`src/design/codec_port_consts.vh`:
```
// constants for the codec host port: pin-level register map, field positions,
// reset values and timing counts; definitions only, included by the port module
`ifndef CODEC_PORT_CONSTS_VH
`define CODEC_PORT_CONSTS_VH
// direct register addresses on the two address pins
`define A_INDEX 2'h0
`define A_IDATA 2'h1
`define A_STATUS 2'h2
`define A_PIO 2'h3
// indirect register indices
`define IX_FMT 4'h8
`define IX_CFG 4'h9
`define IX_PIN 4'ha
`define IX_TEST 4'hb
`define IX_LOOP 4'hd
`define IX_CNT_HI 4'he
`define IX_CNT_LO 4'hf
// field positions
`define IDX_INIT 7
`define IDX_MCE 6
`define CFG_PEN 0
`define CFG_CEN 1
`define CFG_SDC 2
`define CFG_CALIBRATE_ON_EXIT 3
`define FMT_STEREO 4
`define FMT_WIDE 6
`define PIN_IEN 1
`define TEST_ACI 5
`define LOOP_LBE 0
// reset values
`define IDX_RST 8'h40
`define CFG_RST 8'h08
`define REG_RST 8'h00
`define INIT_READ 8'h80
// timing
`define CLK_NS 10
`define INIT_TIME_NS 1000
`define INIT_CYCLES ((`INIT_TIME_NS + `CLK_NS - 1) / `CLK_NS)
`define SAMPLE_DIV 2083
`define CAL_SAMPLES 8'h80
`endif

```
`src/design/audio_codec_dma_host_port.v`:
```
// audio codec host port: pin-level 8-bit register access, playback and
// capture dma handshakes, sample counter interrupt, calibration and init.
// assumes host bus pins arrive asynchronous to clk_sys and that adc/dac
// samples are exchanged on clk_sys at the sample tick.
`timescale 1ns/1ps
`default_nettype none
`include "codec_port_consts.vh"

module audio_codec_dma_host_port #(
    parameter SAMPLE_DIV = `SAMPLE_DIV,
    parameter INIT_CYCLES = `INIT_CYCLES
) (
    // clock and reset
    input wire clk_sys,
    input wire rst_n,
    // host bus pins
    input wire [1:0] bus_addr,
    input wire bus_cs_n,
    input wire bus_rd_n,
    input wire bus_wr_n,
    input wire [7:0] bus_data_in,
    output reg [7:0] bus_data_out,
    output wire bus_data_oe,
    // dma handshake pins
    output wire playback_request,
    input wire playback_ack_n,
    output wire capture_request,
    input wire capture_ack_n,
    // interrupt, buffer control, power down
    output wire irq,
    output reg ext_buffer_enable,
    output reg ext_buffer_direction,
    input wire power_down_n,
    // converter side
    input wire [15:0] adc_left,
    input wire [15:0] adc_right,
    output reg [15:0] dac_left,
    output reg [15:0] dac_right
);

    // two-flop synchronisers for the bus, dma and power down pins; s1_ff is not read by logic
    reg [15:0] s1_ff;
    reg [15:0] s2_ff;
    reg [2:0] prev_ff;
    wire [15:0] pin_raw = {power_down_n, capture_ack_n, playback_ack_n, bus_cs_n,
                           bus_rd_n, bus_wr_n, bus_addr, bus_data_in};
    always @(posedge clk_sys)
    begin
        s1_ff <= pin_raw;
        s2_ff <= s1_ff;
        prev_ff <= {s2_ff[15], s2_ff[11], s2_ff[10]};
    end

    wire s_pdn = s2_ff[15];
    wire ack_cp = ~s2_ff[14];
    wire ack_pb = ~s2_ff[13];
    wire sel = ~s2_ff[12];
    wire rd_act = ~s2_ff[11];
    wire wr_act = ~s2_ff[10];
    wire [1:0] s_addr = s2_ff[9:8];
    wire [7:0] s_din = s2_ff[7:0];
    wire rd_fall = rd_act & prev_ff[1];
    wire rd_rise = ~rd_act & ~prev_ff[1];
    wire wr_fall = wr_act & prev_ff[0];
    wire wr_rise = ~wr_act & ~prev_ff[0];

    // power down holds every flop but the pin synchronisers in reset
    wire lrst = ~rst_n | ~s_pdn;

    // registers
    reg [7:0] idx_ff;
    reg [7:0] fmt_ff;
    reg [7:0] cfg_ff;
    reg [7:0] pin_ff;
    reg [7:0] loop_ff;
    reg [7:0] base_hi_ff;
    reg [7:0] base_lo_ff;
    reg irq_flag_ff;
    reg [15:0] cur_cnt_ff;
    reg [15:0] init_cnt_ff;
    reg [7:0] cal_cnt_ff;
    reg [15:0] div_ff;
    reg pen_eff_ff;
    reg cen_eff_ff;

    wire init_busy = (init_cnt_ff != 16'h0000);
    wire cal_busy = (cal_cnt_ff != 8'h00);
    wire mode_change_enable = idx_ff[`IDX_MCE];
    wire single_channel_dma = cfg_ff[`CFG_SDC];
    wire tick = (div_ff == 16'h0000);

    // bytes per sample for the current format
    wire wide = fmt_ff[`FMT_WIDE];
    wire stereo = fmt_ff[`FMT_STEREO];
    wire [1:0] last_byte = (wide & stereo) ? 2'h3 : ((wide | stereo) ? 2'h1 : 2'h0);

    // playback and capture dma state
    reg pb_req_ff;
    reg pb_mid_ff;
    reg pb_full_ff;
    reg [1:0] pb_cnt_ff;
    reg [31:0] pb_buf_ff;
    reg [31:0] play_ff;
    reg cp_req_ff;
    reg cp_mid_ff;
    reg cp_full_ff;
    reg [1:0] cp_cnt_ff;
    reg [31:0] cp_buf_ff;

    wire pb_idle = ~pb_req_ff & ~pb_mid_ff & (pb_cnt_ff == 2'h0);
    wire cp_idle = ~cp_req_ff & ~cp_mid_ff & (cp_cnt_ff == 2'h0);
    // single channel with both enabled favours playback
    wire cp_on = cen_eff_ff & ~(single_channel_dma & pen_eff_ff);
    wire cp_busy = ~cp_idle;

    // acks mark dma cycles; capture ack ignored in single channel
    wire dma_mode = ack_pb | (~single_channel_dma & ack_cp);
    // register access needs select with both acks inactive
    wire pio = sel & ~ack_pb & ~ack_cp;
    // single channel hands the playback ack to a pending capture
    wire pb_sel = ack_pb & ~(single_channel_dma & cp_busy);
    wire cp_sel = single_channel_dma ? (ack_pb & cp_busy) : ack_cp;

    // dual mode keeps both pins independent
    // capture pin held low in single channel
    assign capture_request = ~single_channel_dma & cp_req_ff;
    assign playback_request = pb_req_ff | (single_channel_dma & cp_req_ff);
    // irq pin gated by the enable bit
    assign irq = pin_ff[`PIN_IEN] & irq_flag_ff;
    assign bus_data_oe = rd_act & (pio | cp_sel);

    // sample to/from byte buffer, little endian, left first
    function [31:0] pack;
        input [15:0] l;
        input [15:0] r;
        input w;
        input st;
        begin
            case ({w, st})
                2'b11: pack = {r, l};
                2'b10: pack = {16'h0000, l};
                2'b01: pack = {16'h0000, r[15:8] ^ 8'h80, l[15:8] ^ 8'h80};
                default: pack = {24'h000000, l[15:8] ^ 8'h80};
            endcase
        end
    endfunction

    // returns {right, left} as signed 16-bit
    function [31:0] unpack;
        input [31:0] b;
        input w;
        input st;
        begin
            case ({w, st})
                2'b11: unpack = b;
                2'b10: unpack = {b[15:0], b[15:0]};
                2'b01: unpack = {b[15:8] ^ 8'h80, 8'h00, b[7:0] ^ 8'h80, 8'h00};
                default: unpack = {b[7:0] ^ 8'h80, 8'h00, b[7:0] ^ 8'h80, 8'h00};
            endcase
        end
    endfunction

    // sample clock divider and init counter
    always @(posedge clk_sys)
    begin
        if (lrst)
        begin
            div_ff <= 16'h0000;
            init_cnt_ff <= INIT_CYCLES[15:0];
        end
        else
        begin
            div_ff <= tick ? (SAMPLE_DIV[15:0] - 16'h0001) : (div_ff - 16'h0001);
            if (init_busy)
                init_cnt_ff <= init_cnt_ff - 16'h0001;
        end
    end

    // register writes on the rising write strobe, latched from synced data
    wire reg_wr = pio & wr_rise & ~init_busy;
    wire [3:0] ia = idx_ff[3:0];
    wire wr_idata = reg_wr & (s_addr == `A_IDATA);
    always @(posedge clk_sys)
    begin
        if (lrst)
        begin
            idx_ff <= `IDX_RST;
            fmt_ff <= `REG_RST;
            cfg_ff <= `CFG_RST;
            pin_ff <= `REG_RST;
            loop_ff <= `REG_RST;
            base_hi_ff <= `REG_RST;
            base_lo_ff <= `REG_RST;
        end
        else
        begin
            if (reg_wr & (s_addr == `A_INDEX))
                idx_ff <= {1'b0, s_din[6:0]};
            if (wr_idata)
            begin
                case (ia)
                    // format changes need mode change enable
                    `IX_FMT: if (mode_change_enable) fmt_ff <= s_din;
                    // enables writable any time; rest needs mce
                    `IX_CFG: cfg_ff <= mode_change_enable ? s_din : {cfg_ff[7:2], s_din[1:0]};
                    `IX_PIN: pin_ff <= s_din;
                    `IX_LOOP: loop_ff <= s_din;
                    `IX_CNT_HI: base_hi_ff <= s_din;
                    `IX_CNT_LO: base_lo_ff <= s_din;
                    default: ;
                endcase
            end
        end
    end

    // calibration after mode change enable falls with the calibrate bit
    wire mce_fall = reg_wr & (s_addr == `A_INDEX) & mode_change_enable & ~s_din[`IDX_MCE];
    always @(posedge clk_sys)
    begin
        if (lrst)
            cal_cnt_ff <= 8'h00;
        else if (mce_fall & cfg_ff[`CFG_CALIBRATE_ON_EXIT])
            cal_cnt_ff <= `CAL_SAMPLES + 8'h01;
        else if (cal_busy & tick)
            cal_cnt_ff <= cal_cnt_ff - 8'h01;
    end

    // enables take effect only once the direction is idle
    always @(posedge clk_sys)
    begin
        if (lrst)
        begin
            pen_eff_ff <= 1'b0;
            cen_eff_ff <= 1'b0;
        end
        else
        begin
            if (pb_idle)
                pen_eff_ff <= cfg_ff[`CFG_PEN];
            if (cp_idle)
                cen_eff_ff <= cfg_ff[`CFG_CEN];
        end
    end

    // sample counter and interrupt flag; a rollover beats a status write
    always @(posedge clk_sys)
    begin
        if (lrst)
        begin
            cur_cnt_ff <= 16'h0000;
            irq_flag_ff <= 1'b0;
        end
        else
        begin
            // load on upper byte write, count down per sample
            if (wr_idata & (ia == `IX_CNT_HI))
                cur_cnt_ff <= {s_din, base_lo_ff};
            else if (tick & (pen_eff_ff | cp_on))
                cur_cnt_ff <= (cur_cnt_ff == 16'h0000) ? {base_hi_ff, base_lo_ff} : (cur_cnt_ff - 16'h0001);
            // rollover sets flag, any status write clears
            if (tick & (pen_eff_ff | cp_on) & (cur_cnt_ff == 16'h0000))
                irq_flag_ff <= 1'b1;
            else if (reg_wr & (s_addr == `A_STATUS))
                irq_flag_ff <= 1'b0;
        end
    end

    // playback dma path and dac output
    wire pb_last = (pb_cnt_ff == last_byte);
    wire [31:0] play_lr = unpack(play_ff, wide, stereo);
    wire [3:0] att = loop_ff[5:2];
    wire [15:0] lb_l = loop_ff[`LOOP_LBE] ? ($signed(adc_left) >>> att) : 16'h0000;
    wire [15:0] lb_r = loop_ff[`LOOP_LBE] ? ($signed(adc_right) >>> att) : 16'h0000;
    always @(posedge clk_sys)
    begin
        if (lrst)
        begin
            pb_req_ff <= 1'b0;
            pb_mid_ff <= 1'b0;
            pb_full_ff <= 1'b0;
            pb_cnt_ff <= 2'h0;
            pb_buf_ff <= 32'h00000000;
            play_ff <= 32'h00000000;
            dac_left <= 16'h0000;
            dac_right <= 16'h0000;
        end
        else
        begin
            // ask only when enabled and the buffer is empty
            // once raised it stays until the strobes come
            if (pen_eff_ff & ~pb_full_ff & ~cal_busy & ~init_busy & pb_idle)
                pb_req_ff <= 1'b1;
            // drop on the falling edge of the last strobe
            // held across every byte of the sample
            else if (wr_fall & pb_sel & pb_last)
                pb_req_ff <= 1'b0;
            if (wr_fall & pb_sel)
                pb_mid_ff <= 1'b1;
            else if (wr_rise)
                pb_mid_ff <= 1'b0;
            if (wr_rise & pb_sel & pb_mid_ff)
            begin
                pb_buf_ff[{pb_cnt_ff, 3'b000} +: 8] <= s_din;
                pb_cnt_ff <= pb_last ? 2'h0 : (pb_cnt_ff + 2'h1);
            end
            // underrun keeps play_ff, so the last sample repeats
            if (tick)
            begin
                if (pb_full_ff)
                    play_ff <= pb_buf_ff;
                // loopback summed every sample; wraps on overflow
                dac_left <= play_lr[15:0] + lb_l;
                dac_right <= play_lr[31:16] + lb_r;
            end
            // completion beats consumption so a fresh sample is not lost
            if (wr_rise & pb_sel & pb_mid_ff & pb_last)
                pb_full_ff <= 1'b1;
            else if (tick)
                pb_full_ff <= 1'b0;
        end
    end

    // capture dma path and register read data
    wire cp_last = (cp_cnt_ff == last_byte);
    always @(posedge clk_sys)
    begin
        if (lrst)
        begin
            cp_req_ff <= 1'b0;
            cp_mid_ff <= 1'b0;
            cp_full_ff <= 1'b0;
            cp_cnt_ff <= 2'h0;
            cp_buf_ff <= 32'h00000000;
            bus_data_out <= 8'h00;
        end
        else
        begin
            // overrun keeps the held sample; never load mid-transfer
            if (tick & cp_on & ~cp_full_ff & cp_idle)
            begin
                cp_buf_ff <= pack(adc_left, adc_right, wide, stereo);
                cp_full_ff <= 1'b1;
            end
            else if (rd_rise & cp_sel & cp_mid_ff & cp_last)
                cp_full_ff <= 1'b0;
            // ask only while enabled with a sample waiting
            if (cp_on & cp_full_ff & ~cal_busy & ~init_busy & cp_idle)
                cp_req_ff <= 1'b1;
            // drop on the falling edge of the last read
            else if (rd_fall & cp_sel & cp_last)
                cp_req_ff <= 1'b0;
            if (rd_fall & cp_sel)
                cp_mid_ff <= 1'b1;
            else if (rd_rise)
                cp_mid_ff <= 1'b0;
            if (rd_rise & cp_sel & cp_mid_ff)
                cp_cnt_ff <= cp_last ? 2'h0 : (cp_cnt_ff + 2'h1);
            if (rd_fall & cp_sel)
                bus_data_out <= cp_buf_ff[{cp_cnt_ff, 3'b000} +: 8];
            // reads during init answer 80 hex
            else if (rd_fall & pio & init_busy)
                bus_data_out <= `INIT_READ;
            else if (rd_fall & pio)
            begin
                case (s_addr)
                    `A_INDEX: bus_data_out <= idx_ff;
                    `A_STATUS: bus_data_out <= {5'h00, cp_full_ff, pb_full_ff, irq_flag_ff};
                    `A_IDATA:
                    begin
                        case (ia)
                            `IX_FMT: bus_data_out <= fmt_ff;
                            `IX_CFG: bus_data_out <= cfg_ff;
                            `IX_PIN: bus_data_out <= pin_ff;
                            `IX_TEST: bus_data_out <= {2'b00, cal_busy, 5'h00};
                            `IX_LOOP: bus_data_out <= loop_ff;
                            `IX_CNT_HI: bus_data_out <= base_hi_ff;
                            `IX_CNT_LO: bus_data_out <= base_lo_ff;
                            default: bus_data_out <= 8'h00;
                        endcase
                    end
                    default: bus_data_out <= 8'h00;
                endcase
            end
        end
    end

    // transceiver control follows each access; direction high on reads
    always @(posedge clk_sys)
    begin
        if (lrst)
        begin
            ext_buffer_enable <= 1'b0;
            ext_buffer_direction <= 1'b0;
        end
        else
        begin
            ext_buffer_enable <= (rd_act | wr_act) & (pio | dma_mode);
            ext_buffer_direction <= rd_act;
        end
    end

endmodule // audio_codec_dma_host_port
`default_nettype wire

```
`config.mk`:
```
export PLATFORM = sky130hd
export DESIGN_NAME = audio_codec_dma_host_port
export DESIGN_NICKNAME = d
export VERILOG_FILES = /design/src/design/audio_codec_dma_host_port.v
export VERILOG_INCLUDE_DIRS = /design/src /design/src/design
export SDC_FILE = /design/constraint.sdc
export NUM_CORES = 1
export LEC_CHECK = 0
export ABC_AREA = 1
export BUFFER_PORTS_ARGS = -buffer_cell sky130_fd_sc_hd__buf_2
export CAP_MARGIN = 5
export CORE_MARGIN = 4
export CORE_UTILIZATION = 34
export DETAILED_ROUTE_END_ITERATION = 10
export PLACE_DENSITY = 0.6
export SLEW_MARGIN = 20
export SYNTH_ARGS = -nofsm -noshare
export SYNTH_HDL_FRONTEND = slang
export SYNTH_SLANG_ARGS = --single-unit
```
`constraint.sdc`:
```
create_clock -name clk_sys -period 2.57 [get_ports clk_sys]
set_input_delay 0.514 -clock clk_sys [delete_from_list [all_inputs] [get_ports clk_sys]]
set_output_delay 0.514 -clock clk_sys [all_outputs]
set_load 0.05 [all_outputs]
```
==> results of run 1 <==
power groups by stage:
stage               Clock [mW]  Combinational (mW)  Sequential (mW)
finish                    5.65                3.60             5.08
global route              5.98                3.93             5.12
CTS                       5.79                3.59             5.08
detailed placement           0                3.54             5.18
global placement             0                3.47             5.17
floorplan                    0                1.74             5.66
timing repair:
item,in CTS,in global routing
gates cloned,4,0
endpoints found under the setup margin,27,30
setup buffers,21,12
pin swaps,35,56
resized for setup,216,117
registers in the layout, summed over array words and instances (netlist names), 16 cells and up:
| signal | cells |
|---|---|
| cp_buf_ff | 32 |
| pb_buf_ff | 32 |
| play_ff | 32 |
| cur_cnt_ff | 16 |
| dac_left | 16 |
| dac_right | 16 |
| div_ff | 16 |
| init_cnt_ff | 16 |
| s1_ff | 16 |
| s2_ff | 16 |
worst register-to-register path: stages (launching register included):
cell	delay, ps
dfxtp_4	400
buf_6	140
bufbuf_16	270
o21ai_4	170
nand2_1	80
o21ai_2	80
nand2_1	70
nand3_1	90
o21ai_2	70
buf_4	150
ha_4	280
buf_4	160
nand2_2	100
o21ai_0	220
nand2_1	100
nand3_2	110
xor2_1	70
o21ai_1	120
inv_1	50
cells in the final DEF (no fill, tap or decap), types with 8 or more instances in the layout:
master	n
nand4_1	20
nand2_2	43
nor2_1	266
o21ai_1	56
nor2_4	15
o21ai_0	181
xor2_1	19
o22ai_1	18
nand2_1	475
buf_4	198
a21oi_1	221
dfxtp_1	295
buf_2	94
nor3_1	33
a21oi_2	19
inv_1	256
o21ai_2	28
nand2_4	8
ha_1	25
clkbuf_16	37
buf_6	15
o21ai_4	9
ha_4	14
inv_2	21
nand3_1	123
clkbuf_8	11
nand3_2	23
nor2_2	22
logic make-up (layout without fill, tap and decap cells):
logic type                 after synthesis  in the layout  synth area share
AOI/OAI and AO/OA                      585            585            0.1934
xor gates and xnor gates                32             32           0.01759
adders and majority gates               45             45           0.03628
buffers and inverters                  377            669           0.09241
DFF                                    296            296            0.3719
muxes                                    8              8          0.005025
and+or+nand+nor                       1063           1063            0.2834
routing by layer:
| metal | global-route usage | share of wire | vias up |
|---|---|---|---|
| met3 | 0.03211 | 0.053 | 104 |
| met2 | 0.3429 | 0.46 | 481 |
| met5 | 0 | 0 | - |
| met1 | 0.2757 | 0.45 | 7857 |
| met4 | 0.06423 | 0.033 | 0 |
| li1 | - | - | 8412 |
final cells by class:
class,instances,area [um2]
Fill cell,4716,25340
Multi-Input combinational cell,1733,9633
Sequential cell,296,5929
Timing Repair Buffer,319,2396
Clock buffer,53,1096
Inverter,283,1071
Tap cell,607,759.5
Clock inverter,14,234.0
cells in the mapped netlist, types with 3 or more instances:
cell	count	area [um2]
o22ai_1	19	118.9
nor2_4	6	67.56
a32o_1	3	30.03
buf_6	3	33.78
o21ai_0	244	1221
inv_1	265	994.7
buf_4	4	30.03
o21bai_1	6	45.04
nand4_1	20	125.1
buf_1	7	26.28
o211ai_1	7	52.55
nand3b_1	6	45.04
mux2i_1	8	80.08
nand2_2	8	50.05
nor2_1	288	1081
a21o_1	3	22.52
ha_1	43	538.0
a31oi_1	8	50.05
o221ai_1	6	52.55
a21oi_1	243	1216
dfxtp_1	296	5926
clkinv_1	5	18.77
nor4_1	5	31.28
clkbuf_1	65	244.0
xnor2_1	11	96.34
nor2_2	9	56.30
or2_2	6	37.54
a211oi_1	7	52.55
nand2_1	517	1941
nand3_1	147	735.7
buf_2	15	75.07
o21ai_1	30	150.1
o31ai_1	5	37.54
inv_2	12	45.04
xor2_1	21	183.9
nor3_1	35	175.2
how the worst min path moves through the flow:
stage / endpoint / slack [ps] / depth (start not counted)
6_report: s1_ff[11] / 60 / 1
5_1_grt: s1_ff[14] / 30 / 1
4_1_cts: s1_ff[3] / 30 / 1
3_5_place_dp: s2_ff[2] / 310 / 0
3_3_place_gp: s2_ff[4] / 310 / 0
2_1_floorplan: s2_ff[0] / 310 / 0
==> run_results.csv, run 1 <==
group,metric,value,unit
outcome,status,"finished with violations",
outcome,violations,"negative setup slack",
worst_setup_path,ff2ff_setup_slack,-220,ps
worst_setup_path,cp_common_cell,"nand2_1",
power_and_ir_drop,power.share.sequential,0.355,
timing,finalSetupViolCount,23,
worst_setup_path,crit_chain,"buf_6 -> bufbuf_16 -> o21ai_4 -> nand2_1 -> o21ai_2 -> nand2_1 -> nand3_1 -> o21ai_2 -> buf_4 -> ha_4 -> buf_4 -> nand2_2 -> o21ai_0 -> nand2_1 -> nand3_2 -> xor2_1 -> o21ai_1 -> inv_1",
placed_design,place_hpwl,39430,um
worst_setup_path,end_kind,"register",
logic_synthesis,ys_types,54,
logic_synthesis,syn_area_per_cell,6.623,um2
timing,fin_hold_ws,64.58,ps
worst_setup_path,ff2ff_path_depth,18,
layout,fin_area,21120,um2
worst_setup_path,crit_type,"reg -> reg",
placed_design,routabilityCongestion,0.9023,
timing,min_period_over_period,1.085,
timing,final-max-slew-violation-count,0,
global_route,overflow,0,
clock_network,cts_root_buf,"clkbuf_16",
layout,utilization,0.4546,
logic_synthesis,synthFlopType,"dfxtp_1",
layout,nets,2765,
clock_network,cts_buffers,37,
floorplan,die-area,50400,um2
clock_network,hold_buffers,0,
worst_setup_path,r2r-start,"loop_ff[2]",
floorplan,initial_utilization,0.3430,
power_and_ir_drop,p_total,14.32,mW
hold_path,min_path_type,"in -> reg",
worst_setup_path,cp_slowest_cell,"dfxtp_4",
worst_setup_path,worstSetupStartpoint,"loop_ff[2]",
timing,tightest_slew,1022,ps
power_and_ir_drop,p_comb_frac,0.251,
worst_setup_path,critical_path_required,3020,ps
power_and_ir_drop,clkPwrFrac,0.394,
worst_setup_path,crit_arrival,3240,ps
power_and_ir_drop,p_int,9.443,mW
worst_setup_path,crit_path_max_fanout,5,
placed_design,dp_cells,3205,
layout,syn_to_final_growth,32.53,%
global_route,grt_pass1_vias,16030,
worst_setup_path,cp-start-kind,"register",
logic_synthesis,synth_nets,2501,
layout,num_antenna_cells,0,
worst_setup_path,timing.rr.end,"dac_right[10]",
global_route,antenna_found_initial,0,
clock_network,cts_tree,"done",
logic_synthesis,synth_edf_count,0,
clock_network,clk_latency,550,ps
worst_setup_path,crit_end,"dac_right[10]",
worst_setup_path,max_stage_delay,400,ps
timing,max_clock_freq,358.6,MHz
hold_path,worstHoldStart,"bus_rd_n",
placed_design,placed_cell_area,18290,um2
logic_synthesis,synth-seq-cells,296,
drt,via_count,16850,
layout,final_layout_size_suffix_gt1_frac,0.2361,
logic_synthesis,netlist_area,15940,um2
clock_network,cts_sinks,296,
drt,finalWirelength,54160,um
placed_design,place_ws,-497.6,ps
drt,drt_iter0_drc,1279,
global_route,grt_max_degree,84,
worst_setup_path,cp.buffers_inverters,5,
timing,slew_headroom,0.3189,
drt,wire_per_inst,16.39,um
clock_network,cts.clk_slew.worst_paths,60,ps
clock_network,cts_buffer_depth,3,
timing,hold_viol,0,
run,maxCapViolations,0,
placed_design,portBuffers,95,
worst_setup_path,path_delay_family,"buffers and inverters",
power_and_ir_drop,peakVddDrop,0.4710,mV
timing,fin_crit,2789,ps
timing,rsz0062_at_grt,"true",
global_route,globalRouteTotalUtil,0.2058,
drt,drtPass1Iterations,7,
drt,postRouteAntennaNets,0,
drt,drc,0,
floorplan,rows,79,
power_and_ir_drop,p_per_area,678.3,nW/um2
layout,final_cells,3305,
power_and_ir_drop,switching_share,0.3407,
floorplan,core_area,46460,um2
floorplan,ioPinCount,96,
drt,vias_per_cell,5.100,
worst_setup_path,path_depth,18,
timing,clock_skew,23.34,ps
clock_network,htreeDepth,2,
global_route,grt_pass1_wl,84370,um
logic_synthesis,yosys_warnings,0,
logic_synthesis,synth_cells,2406,
power_and_ir_drop,p_sw,4.881,mW
logic_synthesis,yosysSeqAreaShare,0.3719,
logic_synthesis,async_reset_ff_frac,0,
timing,setup_tns,-2422,ps
floorplan,die_h,224.5,um
power_and_ir_drop,p_leak,9.176,nW
floorplan,die-width,224.5,um
timing,layout_setup_ws,-218.7,ps
Power figures use the tool's default switching activity.
==> run 2, diff against run 1 <==
Settings changed: ABC_AREA 1 to 0.
==> run_results.csv, run 2 <==
group,metric,value,unit
outcome,status,"finished with violations",
outcome,violations,"negative setup slack",
timing,max_clock_freq,309.4,MHz
layout,final_cell_mix,"291 x dfxtp_1, 269 x buf_4, 239 x nand2_1",
layout,syn_to_final_growth,34.32,%
timing,finalSetupViolCount,27,
drt,drtPass1Iterations,6,
layout,reg_top3,"cp_buf_ff (32), pb_buf_ff (32), play_ff (32)",
floorplan,rows,77,
timing,min_period_over_period,1.258,
power_and_ir_drop,p_per_area,666.7,nW/um2
logic_synthesis,synth_nets,1972,
clock_network,cts_tree,"done",
placed_design,placed_cell_area,18440,um2
worst_setup_path,critical_path_required,3010,ps
power_and_ir_drop,p_comb_frac,0.223,
timing,setup_tns,-13430,ps
drt,drt_iter0_drc,1055,
worst_setup_path,cp_slowest_cell,"dfxtp_4",
clock_network,clk_latency,570,ps
timing,final-max-slew-violation-count,0,
floorplan,die-width,220.9,um
clock_network,cts_buffer_depth,3,
clock_network,htreeDepth,2,
power_and_ir_drop,switching_share,0.3106,
timing,tightest_slew,969.0,ps
power_and_ir_drop,p_sw,4.287,mW
layout,final_cells,2797,
power_and_ir_drop,clkPwrFrac,0.416,
drt,drc,0,
timing,layout_setup_ws,-661.8,ps
placed_design,place_hpwl,38990,um
logic_synthesis,async_reset_ff_frac,0,
run,maxCapViolations,0,
global_route,antenna_found_initial,0,
worst_setup_path,crit_chain,"buf_12 -> buf_4 -> mux2i_2 -> o2bb2ai_4 -> nand2_1 -> o21a_1 -> a211oi_2 -> ha_1 -> a211oi_4 -> buf_4 -> o21bai_1 -> a21oi_2 -> o21ai_1 -> xnor2_1 -> o21ai_1",
layout,nets,2274,
global_route,globalRouteTotalUtil,0.2087,
worst_setup_path,end_kind,"register",
power_and_ir_drop,p_int,9.516,mW
clock_network,hold_buffers,0,
floorplan,die-area,48800,um2
power_and_ir_drop,peakVddDrop,0.8902,mV
logic_synthesis,yosys-top-cells-area,"dfxtp_1 38%, mux2i_1 7.1%, a21oi_1 6.0%",
floorplan,ioPinCount,96,
drt,finalWirelength,53050,um
power_and_ir_drop,power.share.sequential,0.360,
logic_synthesis,synth_cells,1877,
timing,clock_skew,21.87,ps
layout,fill_cells,4311,
drt,postRouteAntennaNets,0,
layout,utilization,0.4651,
layout,num_antenna_cells,0,
placed_design,portBuffers,95,
logic_synthesis,synth-seq-cells,296,
hold_path,min_path_type,"in -> reg",
logic_synthesis,netlist_area,15410,um2
clock_network,cts_sinks,296,
logic_synthesis,synthFlopType,"dfxtp_1",
timing,rsz0062_at_grt,"true",
floorplan,core_area,44510,um2
clock_network,cts.clk_slew.worst_paths,60,ps
logic_synthesis,yosys.area.top_type_share,0.3845,
worst_setup_path,cp-start-kind,"register",
worst_setup_path,crit_arrival,3670,ps
clock_network,cts_buffers,36,
logic_synthesis,syn_area_per_cell,8.211,um2
floorplan,initial_utilization,0.3463,
placed_design,routabilityCongestion,0.9440,
clock_network,cts_root_buf,"clkbuf_16",
logic_synthesis,synth_common_cells,"296 x dfxtp_1, 242 x nand2_1, 199 x nor2_1",
logic_synthesis,synth.largest_area_cell,"dfxtp_1",
logic_synthesis,yosys_warnings,0,
timing,fin_crit,3232,ps
worst_setup_path,crit_type,"reg -> reg",
layout,fin_area,20700,um2
global_route,overflow,0,
layout,final_common_cell,"dfxtp_1",
logic_synthesis,synth_edf_count,0,
timing,slew_headroom,0.3531,
worst_setup_path,crit_path_max_fanout,9,
drt,via_count,15080,
drt,vias_per_cell,5.393,
global_route,grt_pass1_vias,14630,
drt,wire_per_inst,18.97,um
logic_synthesis,post-synth-top-count-cell,"dfxtp_1",
placed_design,dp_cells,2706,
worst_setup_path,max_stage_delay,360,ps
layout,final_layout_size_suffix_gt1_frac,0.2853,
timing,hold_viol,0,
global_route,grt_pass1_wl,82820,um
floorplan,die_h,220.9,um
global_route,grt_max_degree,54,
power_and_ir_drop,p_leak,7.956,nW
logic_synthesis,yosysSeqAreaShare,0.3845,
logic_synthesis,ys_types,74,
[run 2: worst max-delay path, delay by kind of cell (launching register included)]
kind | cells | cell delay (ps)
AO/OA/AOI/OAI | 8 | 1450
XOR/XNOR | 1 | 290
adder cells (fa/ha/maj) | 1 | 320
buffers and inverters | 3 | 440
flip-flops | 1 | 360
multiplexers | 1 | 170
AND/OR/NAND/NOR | 1 | 80
[run 2: cell type report]
cell class                 count  area (um2)  share of cell area
inverter                      32       121.4            0.005862
tap                          592       740.7             0.03578
multi-input combinational   1429        9696              0.4683
timing repair buffer         384        2872              0.1387
sequential                   296        5934              0.2867
clock inverter                19       332.8             0.01608
clock buffer                  45        1006             0.04859
[run 2: timing repair]
| item | in CTS | in global routing |
|---|---|---|
| gates resized for setup | 74 | 79 |
| cloned | 0 | 1 |
| setup buffers | 17 | 11 |
| setup endpoints to repair | 29 | 34 |
| pin swaps | 25 | 49 |
[run 2: path summary, 6_finish.rpt]
check,startpoint,to,slack (ps),cells past startpoint
hold reg to reg,s1_ff[7],s2_ff[7],320,0
hold / removal,bus_data_in[3],s1_ff[3],50,1
setup reg to reg,loop_ff[3],dac_left[7],-660,15
setup / recovery,loop_ff[3],dac_left[7],-660,15
[run 2: logic make-up after synthesis]
group | Yosys count | synth area share
simple gates | 769 | 0.2402
flops | 296 | 0.3845
compound gates | 432 | 0.1743
mux | 140 | 0.1000
buf+inv | 152 | 0.03905
fa+ha+maj | 45 | 0.03751
xor+xnor | 43 | 0.02444
[run 2: power groups by stage]
| stage | registers [mW] | logic (mW) | clock network (mW) |
|---|---|---|---|
| floorplan | 5.17 | 1.58 | 0 |
| global placement | 5.06 | 2.89 | 0 |
| detailed placement | 5.07 | 2.93 | 0 |
| CTS | 4.97 | 2.98 | 5.87 |
| global route | 5.00 | 3.29 | 6.05 |
| finish | 4.98 | 3.08 | 5.75 |
[run 2: per-layer routing]
| layer | vias up | share of wire | global-route usage |
|---|---|---|---|
| met5 | - | 0 | 0 |
| met4 | 0 | 0.031 | 0.07208 |
| met3 | 92 | 0.053 | 0.02677 |
| met2 | 480 | 0.44 | 0.3280 |
| met1 | 7205 | 0.47 | 0.2965 |
| li1 | 7307 | - | - |
[run 2: stage by stage]
stage | power (mW) | worst slack, ps | hold slack [ps]
6_report | 13.80 | -661.8 | 52.32
5_1_grt | 14.34 | -776.0 | 26.31
4_1_cts | 13.83 | -555.6 | 18.26
3_5_place_dp | 8.001 | -733.5 | 312.1
3_3_place_gp | 7.948 | -737.8 | 309.7
2_1_floorplan | 6.743 | -360.9 | 309.6
